`config.mk`:
```
export PLATFORM = sky130hd
export DESIGN_NAME = gpx_top
export DESIGN_NICKNAME = d
export VERILOG_FILES = /design/src/core/gpx_pkg.sv /design/src/core/gpx_edge.sv /design/src/core/gpx_sync.sv /design/src/core/gpx_top.sv
export SDC_FILE = /design/constraint.sdc
export NUM_CORES = 1
export LEC_CHECK = 0
export ABC_AREA = 1
export BUFFER_PORTS_ARGS = -buffer_cell sky130_fd_sc_hd__buf_2
export CAP_MARGIN = 10
export CELL_PAD_IN_SITES_DETAIL_PLACEMENT = 0
export CELL_PAD_IN_SITES_GLOBAL_PLACEMENT = 1
export CORE_MARGIN = 2
export CORE_UTILIZATION = 36
export CTS_CLUSTER_DIAMETER = 200
export DETAILED_ROUTE_END_ITERATION = 8
export PLACE_DENSITY = 0.67
export SKIP_CTS_REPAIR_TIMING = 1
export SYNTH_ARGS = -nofsm -noshare
export SYNTH_HDL_FRONTEND = slang
export SYNTH_SLANG_ARGS = --single-unit
```
`constraint.sdc`:
```
create_clock -name core_clk -period 3.2 [get_ports core_clk]
set_input_delay 0.64 -clock core_clk [delete_from_list [all_inputs] [get_ports core_clk]]
set_output_delay 0.64 -clock core_clk [all_outputs]
set_load 0.02 [all_outputs]
```
`src/core/gpx_pkg.sv`:
```
// Overview of operation
// - Sixteen pins in two byte ports, each pin's direction set on its own.
// - After power-up every pin is an input before any host access.
// - Each port has four byte registers; bit n belongs to pin n.
// - Pointer 0 to 7 selects level, drive, invert, direction pairs with fixed resets.
// - Both pin level registers hold all ones until a level is captured.
// - Pin level registers report the real pin level in either direction.
// - Writes to pin level registers are acknowledged but change nothing.
// - A drive value bit acts only on a pin set as output.
// - Reading a drive value register returns the stored bits, not the pins.
// - An invert bit of one flips the reported level bit; zero keeps it.
// - Direction bit one makes a floating input, zero makes an output.
// - An output pin is driven high or low from its drive value bit.
// - An input pin has both drivers switched off.
// - The interrupt output is open drain and pulls low when active.
// - A low level on the reset input reinitialises the logic.
// - In a write the byte after the address is the pointer, then data follows.
// - After each data byte the pointer swaps to the other port's same register.
// - Written drive values reach the pins at the acknowledge's rising clock edge.
// - Reading a level register captures only that port's pins at the acknowledge, clearing that port's share of the interrupt.
package gpx_pkg;

  // Register pointer values.
  localparam logic [2:0] PTR_LEVEL0  = 3'h0;
  localparam logic [2:0] PTR_LEVEL1  = 3'h1;
  localparam logic [2:0] PTR_DRIVE0  = 3'h2;
  localparam logic [2:0] PTR_DRIVE1  = 3'h3;
  localparam logic [2:0] PTR_INVERT0 = 3'h4;
  localparam logic [2:0] PTR_INVERT1 = 3'h5;
  localparam logic [2:0] PTR_DIR0    = 3'h6;
  localparam logic [2:0] PTR_DIR1    = 3'h7;
  localparam logic [2:0] PTR_RST     = 3'h0;

  // Register type field, the pointer without its port bit.
  localparam logic [1:0] TYPE_LEVEL  = 2'h0;
  localparam logic [1:0] TYPE_DRIVE  = 2'h1;
  localparam logic [1:0] TYPE_INVERT = 2'h2;
  localparam logic [1:0] TYPE_DIR    = 2'h3;

  // Values after reset, per port byte.
  localparam logic [7:0] LEVEL_RST  = 8'hff;
  localparam logic [7:0] DRIVE_RST  = 8'hff;
  localparam logic [7:0] INVERT_RST = 8'h00;
  localparam logic [7:0] DIR_RST    = 8'hff;

  // Fixed upper bits of the seven-bit slave address; low three come from straps.
  localparam logic [3:0] ADDR_FIXED = 4'h4;
  localparam logic [3:0] BYTE_BITS  = 4'h8;

  // Clock figures; the serial clock must be sampled several times per period.
  localparam int CORE_CLK_HZ   = 25_000_000;
  localparam int SCL_MAX_HZ    = 1_000_000;
  localparam int SCL_HS_MAX_HZ = 2_000_000;
  localparam int SCL_MIN_CLKS  = CORE_CLK_HZ / SCL_HS_MAX_HZ;

  // Serial protocol states.
  typedef enum logic [3:0] {
    ST_IDLE     = 4'h0,
    ST_ADDR     = 4'h1,
    ST_ACK_ADDR = 4'h2,
    ST_PTR      = 4'h3,
    ST_ACK_PTR  = 4'h4,
    ST_WR       = 4'h5,
    ST_ACK_WR   = 4'h6,
    ST_RD       = 4'h7,
    ST_ACK_RD   = 4'h8
  } gpx_state_t;

endpackage

```
`src/core/gpx_edge.sv`:
```
`timescale 1ns/1ps
// Finds serial clock edges and start and stop conditions on synchronised lines.
module gpx_edge
  import gpx_pkg::*;
(
  // Clock and reset.
  input  wire logic core_clk,
  input  wire logic rstn,
  // Synchronised bus lines.
  input  wire logic scl_s,
  input  wire logic sda_s,
  // One-cycle events.
  output logic      scl_rise,
  output logic      scl_fall,
  output logic      start_det,
  output logic      stop_det
);

  logic scl_q_r;
  logic sda_q_r;

  // Previous samples, reset to the idle high level so reset makes no event.
  always_ff @(posedge core_clk) begin
    if (!rstn) begin
      scl_q_r <= 1'b1;
      sda_q_r <= 1'b1;
    end else begin
      scl_q_r <= scl_s;
      sda_q_r <= sda_s;
    end
  end

  // A data change while the clock stays high is a start or a stop.
  assign scl_rise  = scl_s & ~scl_q_r;
  assign scl_fall  = ~scl_s & scl_q_r;
  assign start_det = scl_s & scl_q_r & sda_q_r & ~sda_s;
  assign stop_det  = scl_s & scl_q_r & ~sda_q_r & sda_s;

endmodule

```
`src/core/gpx_sync.sv`:
```
`timescale 1ns/1ps
// Two-stage synchroniser for a bundle of asynchronous inputs.
module gpx_sync
  import gpx_pkg::*;
#(
  parameter int W = 1
) (
  // Clock and reset.
  input  wire logic         core_clk,
  input  wire logic         rstn,
  // Asynchronous inputs and their synchronised copies.
  input  wire logic [W-1:0] async_in,
  output logic      [W-1:0] sync_out
);

  logic [W-1:0] meta_r;

  // The first stage feeds only the second; reset to ones like idle pulled-up lines.
  always_ff @(posedge core_clk) begin
    if (!rstn) begin
      meta_r   <= '1;
      sync_out <= '1;
    end else begin
      meta_r   <= async_in;
      sync_out <= meta_r;
    end
  end

endmodule

```
`src/core/gpx_top.sv`:
```
`timescale 1ns/1ps
// Sixteen-bit port expander behind a two-wire serial slave.
module gpx_top
  import gpx_pkg::*;
(
  // Clock and reset.
  input  wire logic        core_clk,
  input  wire logic        rstn,
  // Serial bus: clock in, data as open drain.
  input  wire logic        scl_in,
  input  wire logic        sda_in,
  output logic             sda_out,
  output logic             sda_oe_n,
  // Address straps.
  input  wire logic        slave_select_pin_0,
  input  wire logic        slave_select_pin_1,
  input  wire logic        slave_select_pin_2,
  // Port 0 pins.
  input  wire logic [7:0]  port0_pins_in,
  output logic      [7:0]  port0_pins_out,
  output logic      [7:0]  port0_pins_oe_n,
  // Port 1 pins.
  input  wire logic [7:0]  port1_pins_in,
  output logic      [7:0]  port1_pins_out,
  output logic      [7:0]  port1_pins_oe_n,
  // Interrupt, open drain.
  output logic             int_out,
  output logic             int_oe_n
);

  // Synchronised inputs.
  logic        scl_s;
  logic        sda_s;
  logic [2:0]  sel_s;
  logic [15:0] pins_s;

  // Bus events.
  logic        scl_rise;
  logic        scl_fall;
  logic        start_det;
  logic        stop_det;

  // Protocol state.
  gpx_state_t  state_r;
  gpx_state_t  state_nxt;
  logic [3:0]  cnt_r;
  logic [3:0]  cnt_nxt;
  logic [7:0]  shift_r;
  logic [7:0]  shift_nxt;
  logic        rw_r;
  logic        rw_nxt;
  logic        mack_r;
  logic        mack_nxt;
  logic        sda_oe_n_nxt;

  // Register file, port 1 in the upper byte of each vector.
  logic [2:0]  ptr_r;
  logic [15:0] level_r;
  logic [15:0] drive_r;
  logic [15:0] invert_r;
  logic [15:0] dir_r;

  // Every asynchronous input passes two flip-flops first. The straps go through
  // the same stages; they are meant to be static, so the lag costs nothing.
  // The bundle is two bus lines, three straps and sixteen pins, 21 bits in all.
  gpx_sync #(
    .W (21)
  ) u_sync (
    .core_clk (core_clk),
    .rstn     (rstn),
    .async_in ({scl_in, sda_in, slave_select_pin_2, slave_select_pin_1,
                slave_select_pin_0, port1_pins_in, port0_pins_in}),
    .sync_out ({scl_s, sda_s, sel_s, pins_s})
  );

  // Edge and condition detection on the synchronised lines.
  gpx_edge u_edge (
    .core_clk  (core_clk),
    .rstn      (rstn),
    .scl_s     (scl_s),
    .sda_s     (sda_s),
    .scl_rise  (scl_rise),
    .scl_fall  (scl_fall),
    .start_det (start_det),
    .stop_det  (stop_det)
  );

  // Picks one byte of a two-port vector by the pointer's port bit.
  function automatic logic [7:0] port_byte(input logic [15:0] v, input logic port);
    port_byte = port ? v[15:8] : v[7:0];
  endfunction

  // Replaces one port byte of a vector, leaving the other port untouched.
  function automatic logic [15:0] put_byte(input logic [15:0] v, input logic port,
                                           input logic [7:0] b);
    put_byte = port ? {b, v[7:0]} : {v[15:8], b};
  endfunction

  // Register read selection; level bytes are shown through the invert mask.
  function automatic logic [7:0] reg_read(input logic [2:0] p, input logic [15:0] lvl,
                                          input logic [15:0] drv, input logic [15:0] inv,
                                          input logic [15:0] dir);
    logic [7:0] r;
    r = 8'h00;
    unique case (p[2:1])
      TYPE_LEVEL:  r = port_byte(lvl, p[0]) ^ port_byte(inv, p[0]);
      TYPE_DRIVE:  r = port_byte(drv, p[0]);
      TYPE_INVERT: r = port_byte(inv, p[0]);
      TYPE_DIR:    r = port_byte(dir, p[0]);
    endcase
    reg_read = r;
  endfunction

  // Decoded strobes and selections.
  logic [7:0]  rd_byte;
  logic        addr_hit;
  logic        in_ack_wr;
  logic        in_ack_rd;
  logic        wr_en;
  logic        wr_drive;
  logic        wr_invert;
  logic        wr_dir;
  logic        ptr_load;
  logic        ptr_swap;
  logic        cap_en;
  logic        int_pend;

  assign rd_byte   = reg_read(ptr_r, level_r, drive_r, invert_r, dir_r);
  assign addr_hit  = (shift_r[7:1] == {ADDR_FIXED, sel_s});
  assign in_ack_wr = (state_r == ST_ACK_WR);
  assign in_ack_rd = (state_r == ST_ACK_RD);

  // Data is committed on the rising clock edge inside its acknowledge slot.
  assign wr_en     = scl_rise & in_ack_wr;
  assign wr_drive  = wr_en & (ptr_r[2:1] == TYPE_DRIVE);
  assign wr_invert = wr_en & (ptr_r[2:1] == TYPE_INVERT);
  assign wr_dir    = wr_en & (ptr_r[2:1] == TYPE_DIR);
  // Level type writes select no strobe at all, so they are dropped after the ack.
  assign ptr_load  = scl_rise & (state_r == ST_ACK_PTR);
  assign ptr_swap  = scl_rise & (in_ack_wr | in_ack_rd);
  assign cap_en    = scl_rise & in_ack_rd & (ptr_r[2:1] == TYPE_LEVEL);

  // Only pins set as inputs may raise the interrupt; a changed drive value on an output pin never does.
  assign int_pend  = |((pins_s ^ level_r) & dir_r);

  // Next-state logic of the serial slave. A stop or a new start overrides any
  // state, so a host that aborts mid-byte never leaves the data line held low.
  always_comb begin
    state_nxt    = state_r;
    cnt_nxt      = cnt_r;
    shift_nxt    = shift_r;
    rw_nxt       = rw_r;
    mack_nxt     = mack_r;
    sda_oe_n_nxt = sda_oe_n;
    if (stop_det) begin
      state_nxt    = ST_IDLE;
      sda_oe_n_nxt = 1'b1;
    end else if (start_det) begin
      state_nxt    = ST_ADDR;
      cnt_nxt      = 4'h0;
      sda_oe_n_nxt = 1'b1;
    end else begin
      unique case (state_r)
        ST_IDLE: begin
          cnt_nxt = 4'h0;
        end
        ST_ADDR, ST_PTR, ST_WR: begin
          if (scl_rise) begin
            shift_nxt = {shift_r[6:0], sda_s};
            cnt_nxt   = cnt_r + 4'h1;
          end else if (scl_fall && (cnt_r == BYTE_BITS)) begin
            cnt_nxt = 4'h0;
            if (state_r == ST_ADDR) begin
              if (addr_hit) begin
                state_nxt    = ST_ACK_ADDR;
                rw_nxt       = shift_r[0];
                sda_oe_n_nxt = 1'b0;
              end else begin
                state_nxt = ST_IDLE;
              end
            end else if (state_r == ST_PTR) begin
              state_nxt    = ST_ACK_PTR;
              sda_oe_n_nxt = 1'b0;
            end else begin
              // Writes to level registers are acknowledged like any other.
              state_nxt    = ST_ACK_WR;
              sda_oe_n_nxt = 1'b0;
            end
          end
        end
        ST_ACK_ADDR: begin
          if (scl_fall) begin
            if (rw_r) begin
              state_nxt    = ST_RD;
              shift_nxt    = rd_byte;
              sda_oe_n_nxt = rd_byte[7];
            end else begin
              state_nxt    = ST_PTR;
              sda_oe_n_nxt = 1'b1;
            end
          end
        end
        ST_ACK_PTR, ST_ACK_WR: begin
          if (scl_fall) begin
            state_nxt    = ST_WR;
            sda_oe_n_nxt = 1'b1;
          end
        end
        ST_RD: begin
          if (scl_rise) begin
            cnt_nxt = cnt_r + 4'h1;
          end else if (scl_fall) begin
            if (cnt_r == BYTE_BITS) begin
              cnt_nxt      = 4'h0;
              state_nxt    = ST_ACK_RD;
              sda_oe_n_nxt = 1'b1;
            end else begin
              shift_nxt    = {shift_r[6:0], 1'b1};
              sda_oe_n_nxt = shift_r[6];
            end
          end
        end
        ST_ACK_RD: begin
          if (scl_rise) begin
            mack_nxt = ~sda_s;
          end else if (scl_fall) begin
            // The pointer has already swapped, so the next byte is the other port.
            if (mack_r) begin
              state_nxt    = ST_RD;
              shift_nxt    = rd_byte;
              sda_oe_n_nxt = rd_byte[7];
            end else begin
              state_nxt = ST_IDLE;
            end
          end
        end
      endcase
    end
  end

  // Protocol registers.
  // The reset is synchronous, so it needs a running clock to take effect.
  always_ff @(posedge core_clk) begin
    if (!rstn) begin
      state_r  <= ST_IDLE;
      cnt_r    <= 4'h0;
      shift_r  <= 8'h00;
      rw_r     <= 1'b0;
      mack_r   <= 1'b0;
      sda_oe_n <= 1'b1;
    end else begin
      state_r  <= state_nxt;
      cnt_r    <= cnt_nxt;
      shift_r  <= shift_nxt;
      rw_r     <= rw_nxt;
      mack_r   <= mack_nxt;
      sda_oe_n <= sda_oe_n_nxt;
    end
  end

  // Pointer: loaded from the pointer byte, then swapped port after each data byte.
  // Only the low three bits of the pointer byte are kept; the rest is ignored.
  always_ff @(posedge core_clk) begin
    if (!rstn) begin
      ptr_r <= PTR_RST;
    end else if (ptr_load) begin
      ptr_r <= shift_r[2:0];
    end else if (ptr_swap) begin
      ptr_r <= ptr_r ^ 3'h1;
    end
  end

  // Configuration registers; one port byte changes per data byte.
  always_ff @(posedge core_clk) begin
    if (!rstn) begin
      drive_r  <= {DRIVE_RST, DRIVE_RST};
      invert_r <= {INVERT_RST, INVERT_RST};
      dir_r    <= {DIR_RST, DIR_RST};
    end else begin
      if (wr_drive) begin
        drive_r <= put_byte(drive_r, ptr_r[0], shift_r);
      end
      if (wr_invert) begin
        invert_r <= put_byte(invert_r, ptr_r[0], shift_r);
      end
      if (wr_dir) begin
        dir_r <= put_byte(dir_r, ptr_r[0], shift_r);
      end
    end
  end

  // Captured pin levels. The capture takes the real pin whatever its direction,
  // and only during a read acknowledge, so the value a host sees is stable.
  // Only the port being read is captured; the other byte keeps its old value.
  always_ff @(posedge core_clk) begin
    if (!rstn) begin
      level_r <= {LEVEL_RST, LEVEL_RST};
    end else if (cap_en) begin
      level_r <= put_byte(level_r, ptr_r[0], port_byte(pins_s, ptr_r[0]));
    end
  end

  // Pin drivers. A set direction bit turns both drivers off; a clear one drives
  // the stored value. The drive value stays stored while the pin is an input.
  // Registering both keeps the pin drivers free of glitches when a byte lands.
  always_ff @(posedge core_clk) begin
    if (!rstn) begin
      port0_pins_out  <= DRIVE_RST;
      port1_pins_out  <= DRIVE_RST;
      port0_pins_oe_n <= DIR_RST;
      port1_pins_oe_n <= DIR_RST;
    end else begin
      port0_pins_out  <= drive_r[7:0];
      port1_pins_out  <= drive_r[15:8];
      port0_pins_oe_n <= dir_r[7:0];
      port1_pins_oe_n <= dir_r[15:8];
    end
  end

  // Interrupt as open drain: the driven level is always low, only the enable moves.
  // It clears by itself once the captured level matches the pins again.
  // Being level based, a pin that returns to its captured level clears it too.
  always_ff @(posedge core_clk) begin
    if (!rstn) begin
      int_out  <= 1'b0;
      int_oe_n <= 1'b1;
    end else begin
      int_out  <= 1'b0;
      int_oe_n <= ~int_pend;
    end
  end

  // The data line is open drain too; only its enable carries information.
  // Keeping it a flip-flop lets every top output come straight from a register.
  always_ff @(posedge core_clk) begin
    if (!rstn) begin
      sda_out <= 1'b0;
    end else begin
      sda_out <= 1'b0;
    end
  end

endmodule

```
# == After elaboration in Yosys (flattened, before gate mapping) ==
# Index checks and enable logic that the tools add are counted.
# W data, S select, Z words.
# totals
ff_bits,163
latchBits,0
ramBits,0
rom_bits,0
output_inout_bits,36
mem_count,0
# op_classes
n_addsub,1
mul,0
n_div,0
order_cmp,0
eq_ne,39
n_shift,0
mux,55
n_bitwise,29
n_reduce_logical,28
# ops
cell,n
$mux W8,14
$mux W4,16
$pmux W8 S4,2
$ne A3 B3 Y1 const B,10
$ne A2 B2 Y1 const B,13
$pmux W4 S5,1
$reduce_and A10 Y1,2
$and A16 B16 Y16,1
$eq A4 B3 Y1 const B,4
$reduce_and A2 Y1,8
$reduce_or A16 Y1,1
$xor A16 B16 Y16,1
$and A1 B1 Y1,15
$mux W1,15
$ne A4 B4 Y1 const B,3
$pmux W4 S3,1
$reduce_and A12 Y1,1
$reduce_and A11 Y1,1
$not A1 Y1,10
$mux W3,3
$eq A4 B2 Y1 const B,2
$eq A4 B4 Y1 const B,2
$reduce_bool A4 Y1,2
$xor A8 B8 Y8,1
other kinds (19),23

# == Longest topological paths before layout ==
# Gate-level depths: netlist of run 1.
# depth
word_depth,7
depth_mapped,13

# == Cells and area by module ==
# From an unflattened synthesis of run 1, not the netlist that was laid out.
# unflattened
hier_cells,965
hier_area_um2,6950.4
# by_module_without_submodules
module,n_inst,cells_per_inst,area_each_um2
gpx_top,1,819,5649.2
gpx_sync,1,131,1212.4
gpx_edge,1,15,88.8

# == Worst setup path before layout of run 1 ==
# No wires, ideal clock.
# synth_path
kind,register to register
startpoint,register u_edge.scl_q_r
endpoint,register invert_r[7]
arrival_ns,1.456
slack_ns,1.624
path_stages_with_launch,10
synth_period_minus_slack_ns,1.576
path_cell_list,dfxtp_1 -> inv_1 -> ha_1 -> buf_2 -> nand2_1 -> nor2_4 -> nand3_1 -> buf_2 -> o21ai_0 -> a21oi_1
# synth_via
elab_chain_len,5
# synth_lines
element,line,source
"start, declared",gpx_edge.sv:19,logic scl_q_r;
"start signal, assigned",gpx_edge.sv:28,scl_q_r <= scl_s;
$not A1 Y1,gpx_edge.sv:34,assign scl_rise = scl_s & ~scl_q_r;
$and A1 B1 Y1,gpx_edge.sv:34,
$and A1 B1 Y1,gpx_top.sv:134,assign wr_en = scl_rise & in_ack_wr;
$and A1 B1 Y1,gpx_top.sv:136,assign wr_invert = wr_en & (ptr_r[2:1] == TYPE_INVERT);
$reduce_and A2 Y1 (no line),--,
"end signal, assigned",gpx_top.sv:277,"invert_r <= {INVERT_RST, INVERT_RST};"
"end signal, assigned",gpx_top.sv:284,"invert_r <= put_byte(invert_r, ptr_r[0], shift_r);"
"end, declared",gpx_top.sv:60,logic [15:0] invert_r;
# No other way between the ends.
# A chain may end at the register's enable or synchronous reset.

# == Worst setup path in the final report of run 1 ==
# layout_path
startpoint,register u_edge.scl_q_r
endpoint,register invert_r[2]
# The elaborated chain is that of the path after synthesis.

==> results of run 1 <==
-- where the power goes --
part           switching (W)  internal (W)
registers           0.000189       0.00213
logic               0.000825      0.000388
clock network       0.000880       0.00107
total                0.00189       0.00359
-- stage by stage --
| step | power [W] | util, % | worst slack [ps] |
|---|---|---|---|
| after floorplan | 0.00322 | - | 1620 |
| after global placement | 0.00360 | 39.2 | 1110 |
| after detailed placement | 0.00358 | 39.2 | 1020 |
| after CTS | 0.00554 | 42.1 | 1010 |
| after global routing | 0.00582 | 42.1 | 721 |
| final | 0.00549 | 42.1 | 983 |
-- worst min path at each step --
stage	from	end	slack [ps]	depth (start not counted)
after detailed placement	u_sync.meta_r[2]	u_sync.sync_out[2]	400	1
final	port1_pins_in[5]	u_sync.meta_r[13]	400	2
after CTS	port1_pins_in[5]	u_sync.meta_r[13]	380	2
after global placement	u_sync.meta_r[10]	u_sync.sync_out[10]	390	1
after global routing	sda_in	u_sync.meta_r[19]	380	2
after floorplan	u_sync.meta_r[0]	u_sync.sync_out[0]	390	1
-- logic make-up after synthesis --
kind of cell	share of synthesized area [%]
AND/OR/NAND/NOR	27.8
flip-flops	47.0
XOR/XNOR	0.758
other	0.0541
AO/OA/AOI/OAI	14.3
buffers and inverters	9.20
adder cells (fa/ha/maj)	0.902
-- synth_stat cells --
cell,count,area share [%]
inv_2,9,0.49
a21oi_1,58,4.2
nor2_4,7,1.1
nand4_1,10,0.90
o2111ai_1,3,0.38
nand3_2,2,0.29
buf_4,8,0.87
nor4_1,1,0.090
nor2_2,5,0.45
inv_1,106,5.7
o211ai_1,35,3.8
nor3_2,1,0.14
nor3_1,4,0.29
o22ai_2,1,0.18
a21o_1,5,0.54
clkbuf_1,21,1.1
nand2b_1,1,0.090
ha_1,5,0.90
o21ai_1,6,0.43
dfxtp_1,163,47
buf_1,2,0.11
nor2_1,60,3.2
o21ai_0,66,4.8
xor2_1,3,0.38
buf_2,12,0.87
conb_1,1,0.054
nand2_1,216,12
xnor2_1,3,0.38
nand2_4,2,0.32
nand2_2,8,0.72
or2_2,46,4.1
nand3_1,59,4.3
-- state kept, by name (all words and copies together) (netlist names), 3 cells and up --
signal and cells:
cnt_r 4, dir_r 16, drive_r 16, invert_r 16
level_r 16, port0_pins_oe_n 8, port0_pins_out 8, port1_pins_oe_n 8
port1_pins_out 8, ptr_r 3, shift_r 8, state_r 4
u_sync.meta_r 21, u_sync.sync_out 21
-- layer usage --
layer / share of wire, % / track usage (%)
met1: 52 / 27.7
met2: 43 / 27.7
met3: 4.0 / 3.29
met4: 1.3 / 4.85
met5: 0 / 0
-- placed cells by master (no fill, tap or decap), drive strengths merged --
master and instances:
a21o 5, a21oi 58, buf 61, clkbuf 20
clkinv 4, conb 2, dfxtp 163, ha 5
inv 122, nand2 226, nand2b 1, nand3 61
nand4 10, nor2 72, nor3 5, nor4 1
o2111ai 3, o211ai 35, o21ai 72, o22ai 1
or2 46, xnor2 3, xor2 3
-- final cells by class --
cell class / instances / area, um^2
fillers: 1982 / 10900
flip-flops and latches: 163 / 3260
multi-input cells: 609 / 3040
clock buffers: 20 / 467
inverters: 115 / 432
well taps: 260 / 325
repair buffers: 61 / 318
clock inverters: 11 / 90.1
==> summary.md, run 1 <==
The flow ran to the end, and the final reports show no timing, DRC or antenna violations. In the global route stage, overall resource usage came out at 18.6%. In the final timing run, aggregate negative setup slack is 0 ps. The final clock period utilization by the worst path is 69.3%. The warning count from the yosys run is 0. The endpoint of the worst setup timing path is invert_r[2]. Clock-pin slew was measured on the worst setup and hold paths at 70 ps.

The logs give 0 for the count of final hold-check violations and 420 ps for the clock latency reported for the late side of the worst-skew pair. The finished cells cover 7930 um^2. Number of pins exceeding their max-slew limit in the final report: 0. The worst register-to-register path ends at invert_r[2]. The worst setup path is launched from a flop. TritonCTS built the clock tree. The tools report the leakage power total as 3.62 nW.

For the finished layout, the period the worst path requires is 2220 ps. The critical path goes through inv_1 -> ha_1 -> nand2_1 -> nor2_4 -> nand3_1 -> o21ai_0 -> a21oi_1. Synthesis produced 929 cells.

For this run, the post-layout net count is 995. For the initial cell density of the core, the log shows 36.8%. During I/O placement, the number of pins put on the boundary was 59. For the deepest level of the CTS H-tree, the log shows 4.

Setup repair after global routing left no endpoint under its margin. The cell area that synthesis handed to floorplanning was 6940 um^2. The horizontal extent of the die is 143 um, and the clock skew after layout is 5.49 ps.

The logs give 5,779 for the number of vias after detailed routing and 0 for the leftover overflow at the end of global routing. The tools report the number of antenna violations at the first check in global routing as 0. IR analysis of the VDD net gives a maximum drop of 0.324 mV. The final non-filler cell total is 1,239. The total placed instance area was 7380 um^2; the instance count on the critical path was 7. The tool flagged a number of max-cap violations equal to 0. Final hold analysis gives a worst-case slack of 399 ps. The run gives 50 as the floorplan row count. The wire-length estimate of the detail-placed layout is 12.7 mm. In the routed design, unresolved DRC markers number 0.

Dividing the synthesized area by the synthesized cell count gives 7.47 um^2. Top cell family by delay on the critical path: simple AND/OR/NAND/NOR gates. Number of endpoints failing setup at the final stage: 0. The class of the most critical setup path was reg -> reg.

Power spread over the standard cell area amounts to 691 nW/um^2. The number of buffers and inverters on the critical path came out at 1. The first TritonRoute pass finished after 5 iterations. Antenna diode count: 0. The tools report the required time of the worst setup path as 3490 ps. The setup check on the worst reg-to-reg path leaves a slack of 980 ps.

Via count of the first global-routing pass: 5,181. The first global-routing pass estimated 29.1 mm of wire. The tools report the endpoint arrival time on the critical path as 2500 ps.

The total clock buffers created by CTS was 17. The tools report the maximum clock rate as 451 MHz. Via density per instance: 4.66.

The signed area change from the synthesized netlist to the final layout came out at 14.4%. For this run, the slowest stage of the critical path takes 480 ps. The share of layout cells above drive strength 1 works out to 17.7%.

Headroom to the max-slew limit came out at 30.3%. The worst hold path belongs to the class in -> reg. Synthesis inferred 163 register bits. The number of buffer cells added on primary ports is 56. For this block, the initial DRC count from the detailed router was 338.

Cell with the largest stage delay on the worst path: nand3_1. Share of the yosys chip area belonging to registers: 47.0%. In this run the worst path has a maximum fanout of 16.

Launching point of the worst reg2reg path: u_edge.scl_q_r. After detailed routing, the total wire length is 18.3 mm. Routability-driven placement finished with a final weighted congestion of 0.874. The instance count after placement with tap cells included is 1,208. The number of buffers between clock root and the deepest sink was 2; the number of sinks on the clock net was 163.

The count of cell types in the netlist is 32. At the pin with the least slew margin, the transition time is 1040 ps. The total area inside the core boundary comes to 18,800 um^2. The worst setup path is captured at a flop.

Entering global routing, the biggest net connects 102 pins. The die covers 20,400 um^2. In this run the remaining antenna-violating nets after routing total 0. The count of cells along the worst register-to-register path works out to 7.

Dividing the detail-routed wire length by the instance count gives 14.8 um. The vertical extent of the die is 143 um. The worst setup path startpoint was u_edge.scl_q_r. The root buffer cell was clkbuf_16.
No activity file was read; power rests on OpenSTA's default activity.
==> run 2, diff against run 1 <==
- clock period: 3.2 -> 2.22 ns (I/O delays scaled with it)
==> run 2 against run 1 <==
Effect of this change:
- die area stayed put
- global-route usage down 0.075 points
- count of clock-buffer cells in the layout is 3 higher
- combinational power grew 54%
- critical endpoint is now shift_r[0]
- sequential cell count is the same
- worst setup slack worse by 610 ps
- clock skew is 5.9 ps higher
- via count fell by 0.26%
- sequential share of layout area down 0.54 points
==> summary.md, run 2 (same netlist as run 1, synthesis figures left out) <==
The run finished with clean final reports. The clock latency reported for the late side of the worst-skew pair came out at 420 ps. The leakage power total was 3.66 nW; the boundary pin count was 59. Power spread over the standard cell area amounts to 988 nW/um^2. The overall fraction of global-route tracks in use is 18.6%, and the instance count along the most critical hold path is 2.

Via count of the first global-routing pass: 5,346. The maximum number of pins on one net before global-route repair is 102. The logs give 0.522 mV for the maximum vdd ir drop and 41.0% for the share of power burned in registers. The tools report the number of antenna violations at the first check in global routing as 0.

The HPWL after detailed placement was 12.8 mm; the count of final hold-check violations was 0. The routed layout has 5,764 vias. The logs give 1,008 for the number of nets in the layout and 0 for the number of pins exceeding their max-slew limit in the final report.

For the utilization after layout, the log shows 42.7%. The internal portion of the total power is 0.00527 W. The maximum fanout count along the critical path is 10. For the pin with the worst max-slew slack, the measured transition is 574 ps. For the sum of negative setup slack, the log shows 0 ps. The endpoint identified for the worst register-to-register timing path is shift_r[0]. The number of buffers between clock root and the deepest sink came out at 2. The clock drives 163 sinks. The signed area change from the synthesized netlist to the final layout came out at 15.9%. CTS built an H-tree with a depth of 4.

STA classifies the critical path endpoint as a flop. Setup violations remaining at the end of the flow were counted as 0. Combinational logic burns 23.5% of the power. The post-layout minimum cycle time was 1850 ps; the area of the core was 18,800 um^2. Measured in cells, the most critical reg-to-reg path has a length of 11.

The detailed-route DRC error count is 0. Leaving out fill and tap cells, the most frequent cell in the layout is nand2_1. Final clock period utilization by the worst path: 83.3%.

TritonCTS built the clock tree. The critical path is of the reg -> reg type. The cell sitting at the root of the clock tree is a clkbuf_16. The via density per instance works out to 4.60. In this run the worst hold path is classified as in -> reg. Counting the fill cells in the layout gives 1,994. Summed over all layers, the global routing overflow is 0. In the final routed layout, each cell accounts on average for 14.3 um. The end point of the most critical hold path was u_sync.meta_r[12]. For the routed wire length, the log shows 18.0 mm.

Weighted congestion reported at the end of routability-driven placement: 0.834. The horizontal extent of the die is 143 um. The initial cell density of the core was 36.8%; the clock skew after layout was 11.4 ps. The count of buffers added on input and output ports is 56. Power spent charging and discharging nets: 0.00267 W. The first-pass detailed-route iteration total is 5, and the required time of the worst setup path is 2530 ps. Measured along the y axis, the die boundary spans 143 um.

Setup repair after global routing left no endpoint under its margin. The tools report the worst min-delay path startpoint as port1_pins_in[4]. The detailed router finished its first iteration with 380 violations. The maximum clock rate came out at 541 MHz.

The logs give 61.7% for the remaining max-slew budget at the tightest pin and 2160 ps for the endpoint arrival time on the critical path. The tools report the type of element launching the critical path as a flop. The share of layout cells above drive strength 1 is 18.3%.

The top cell types in the final layout, fill and taps aside, are nand2_1, dfxtp_1, inv_1. The largest registers in the layout are u_sync.meta_r (21), u_sync.sync_out (21). The startpoint identified for the worst register-to-register timing path is u_sync.sync_out[20]. The clock network burns 35.6% of the power. Across the run, the number of max-cap violations was 0. After floorplanning, the core was divided into 50 placement rows. Buffers inserted during clock tree synthesis total 17.

After clock tree synthesis, the clock-pin slew on the worst setup and hold paths is 70 ps. For the worst reg-to-reg setup slack, the log shows 370 ps. The run gives 0 as the antenna diode count. In this run the remaining antenna-violating nets after routing total 0. The first global-routing pass estimated 29.3 mm of wire. The fraction of power spent switching nets is 33.7%, and the total die area is 20,400 um^2.
## run 2: cell count changes in the layout (fill, tap and decap cells not counted), sizes merged
| cell | change |
|---|---|
| clkinv | -3 |
| bufinv | +1 |
| clkinvlp | +3 |
| buf | +13 |
| inv | -3 |
| clkbuf | +3 |
## run 2: power groups by stage
stage          logic (W)  registers (W)  clock network (W)
2_1_floorplan    0.00140        0.00324                  0
3_3_place_gp     0.00188        0.00333                  0
3_5_place_dp     0.00187        0.00333                  0
4_1_cts          0.00188        0.00326            0.00288
5_1_grt          0.00214        0.00328            0.00301
6_report         0.00186        0.00325            0.00282
## run 2: metal layers
layer	part of all wire [%]	global-route usage, %
met4	0.77	5.37
met1	52	27.1
met5	0	0
met2	43	27.9
met3	4.1	3.35
## run 2: layout make-up
cell class | count | area (um^2) | area share, %
Sequential cell | 163 | 3260 | 40.6
Timing Repair Buffer | 74 | 428 | 5.32
Inverter | 115 | 432 | 5.37
Tap cell | 260 | 325 | 4.05
Multi-Input combinational cell | 609 | 3040 | 37.8
Clock buffer | 23 | 458 | 5.70
Clock inverter | 9 | 95.1 | 1.18
## run 2: per-stage QoR
step / setup slack [ps] / total power (W) / cells / cell area, um^2 / hold slack, ps
after global placement: 318 / 0.00521 / 1221 / 7490 / 394
after CTS: 326 / 0.00801 / 1253 / 8040 / 184
after detailed placement: 353 / 0.00520 / 1221 / 7490 / 398
final: 371 / 0.00794 / 1253 / 8040 / 199
after global routing: 173 / 0.00843 / 1253 / 8040 / 191
after floorplan: 644 / 0.00465 / 930 / 6940 / 393
## run 2: how the worst max path moves through the flow
stage	start	end	slack (ps)	cells after the start
2_1_floorplan	u_edge.scl_q_r	invert_r[7]	640	9
3_3_place_gp	u_sync.sync_out[20]	shift_r[3]	320	12
3_5_place_dp	u_sync.sync_out[20]	shift_r[0]	350	11
4_1_cts	u_sync.sync_out[20]	shift_r[0]	330	11
5_1_grt	u_sync.sync_out[20]	shift_r[1]	170	12
6_report	u_sync.sync_out[20]	shift_r[0]	370	11
## run 2: worst max-delay path, cell delays in order, from the launching register on
cell     delay, ps
dfxtp_1        330
ha_1           220
nand3_1        240
nand2_1        180
inv_1           80
nand2_1         60
nor2_1         110
nand2_1         70
inv_2          140
nand2_4        110
nor2_1         140
nor2_1          50
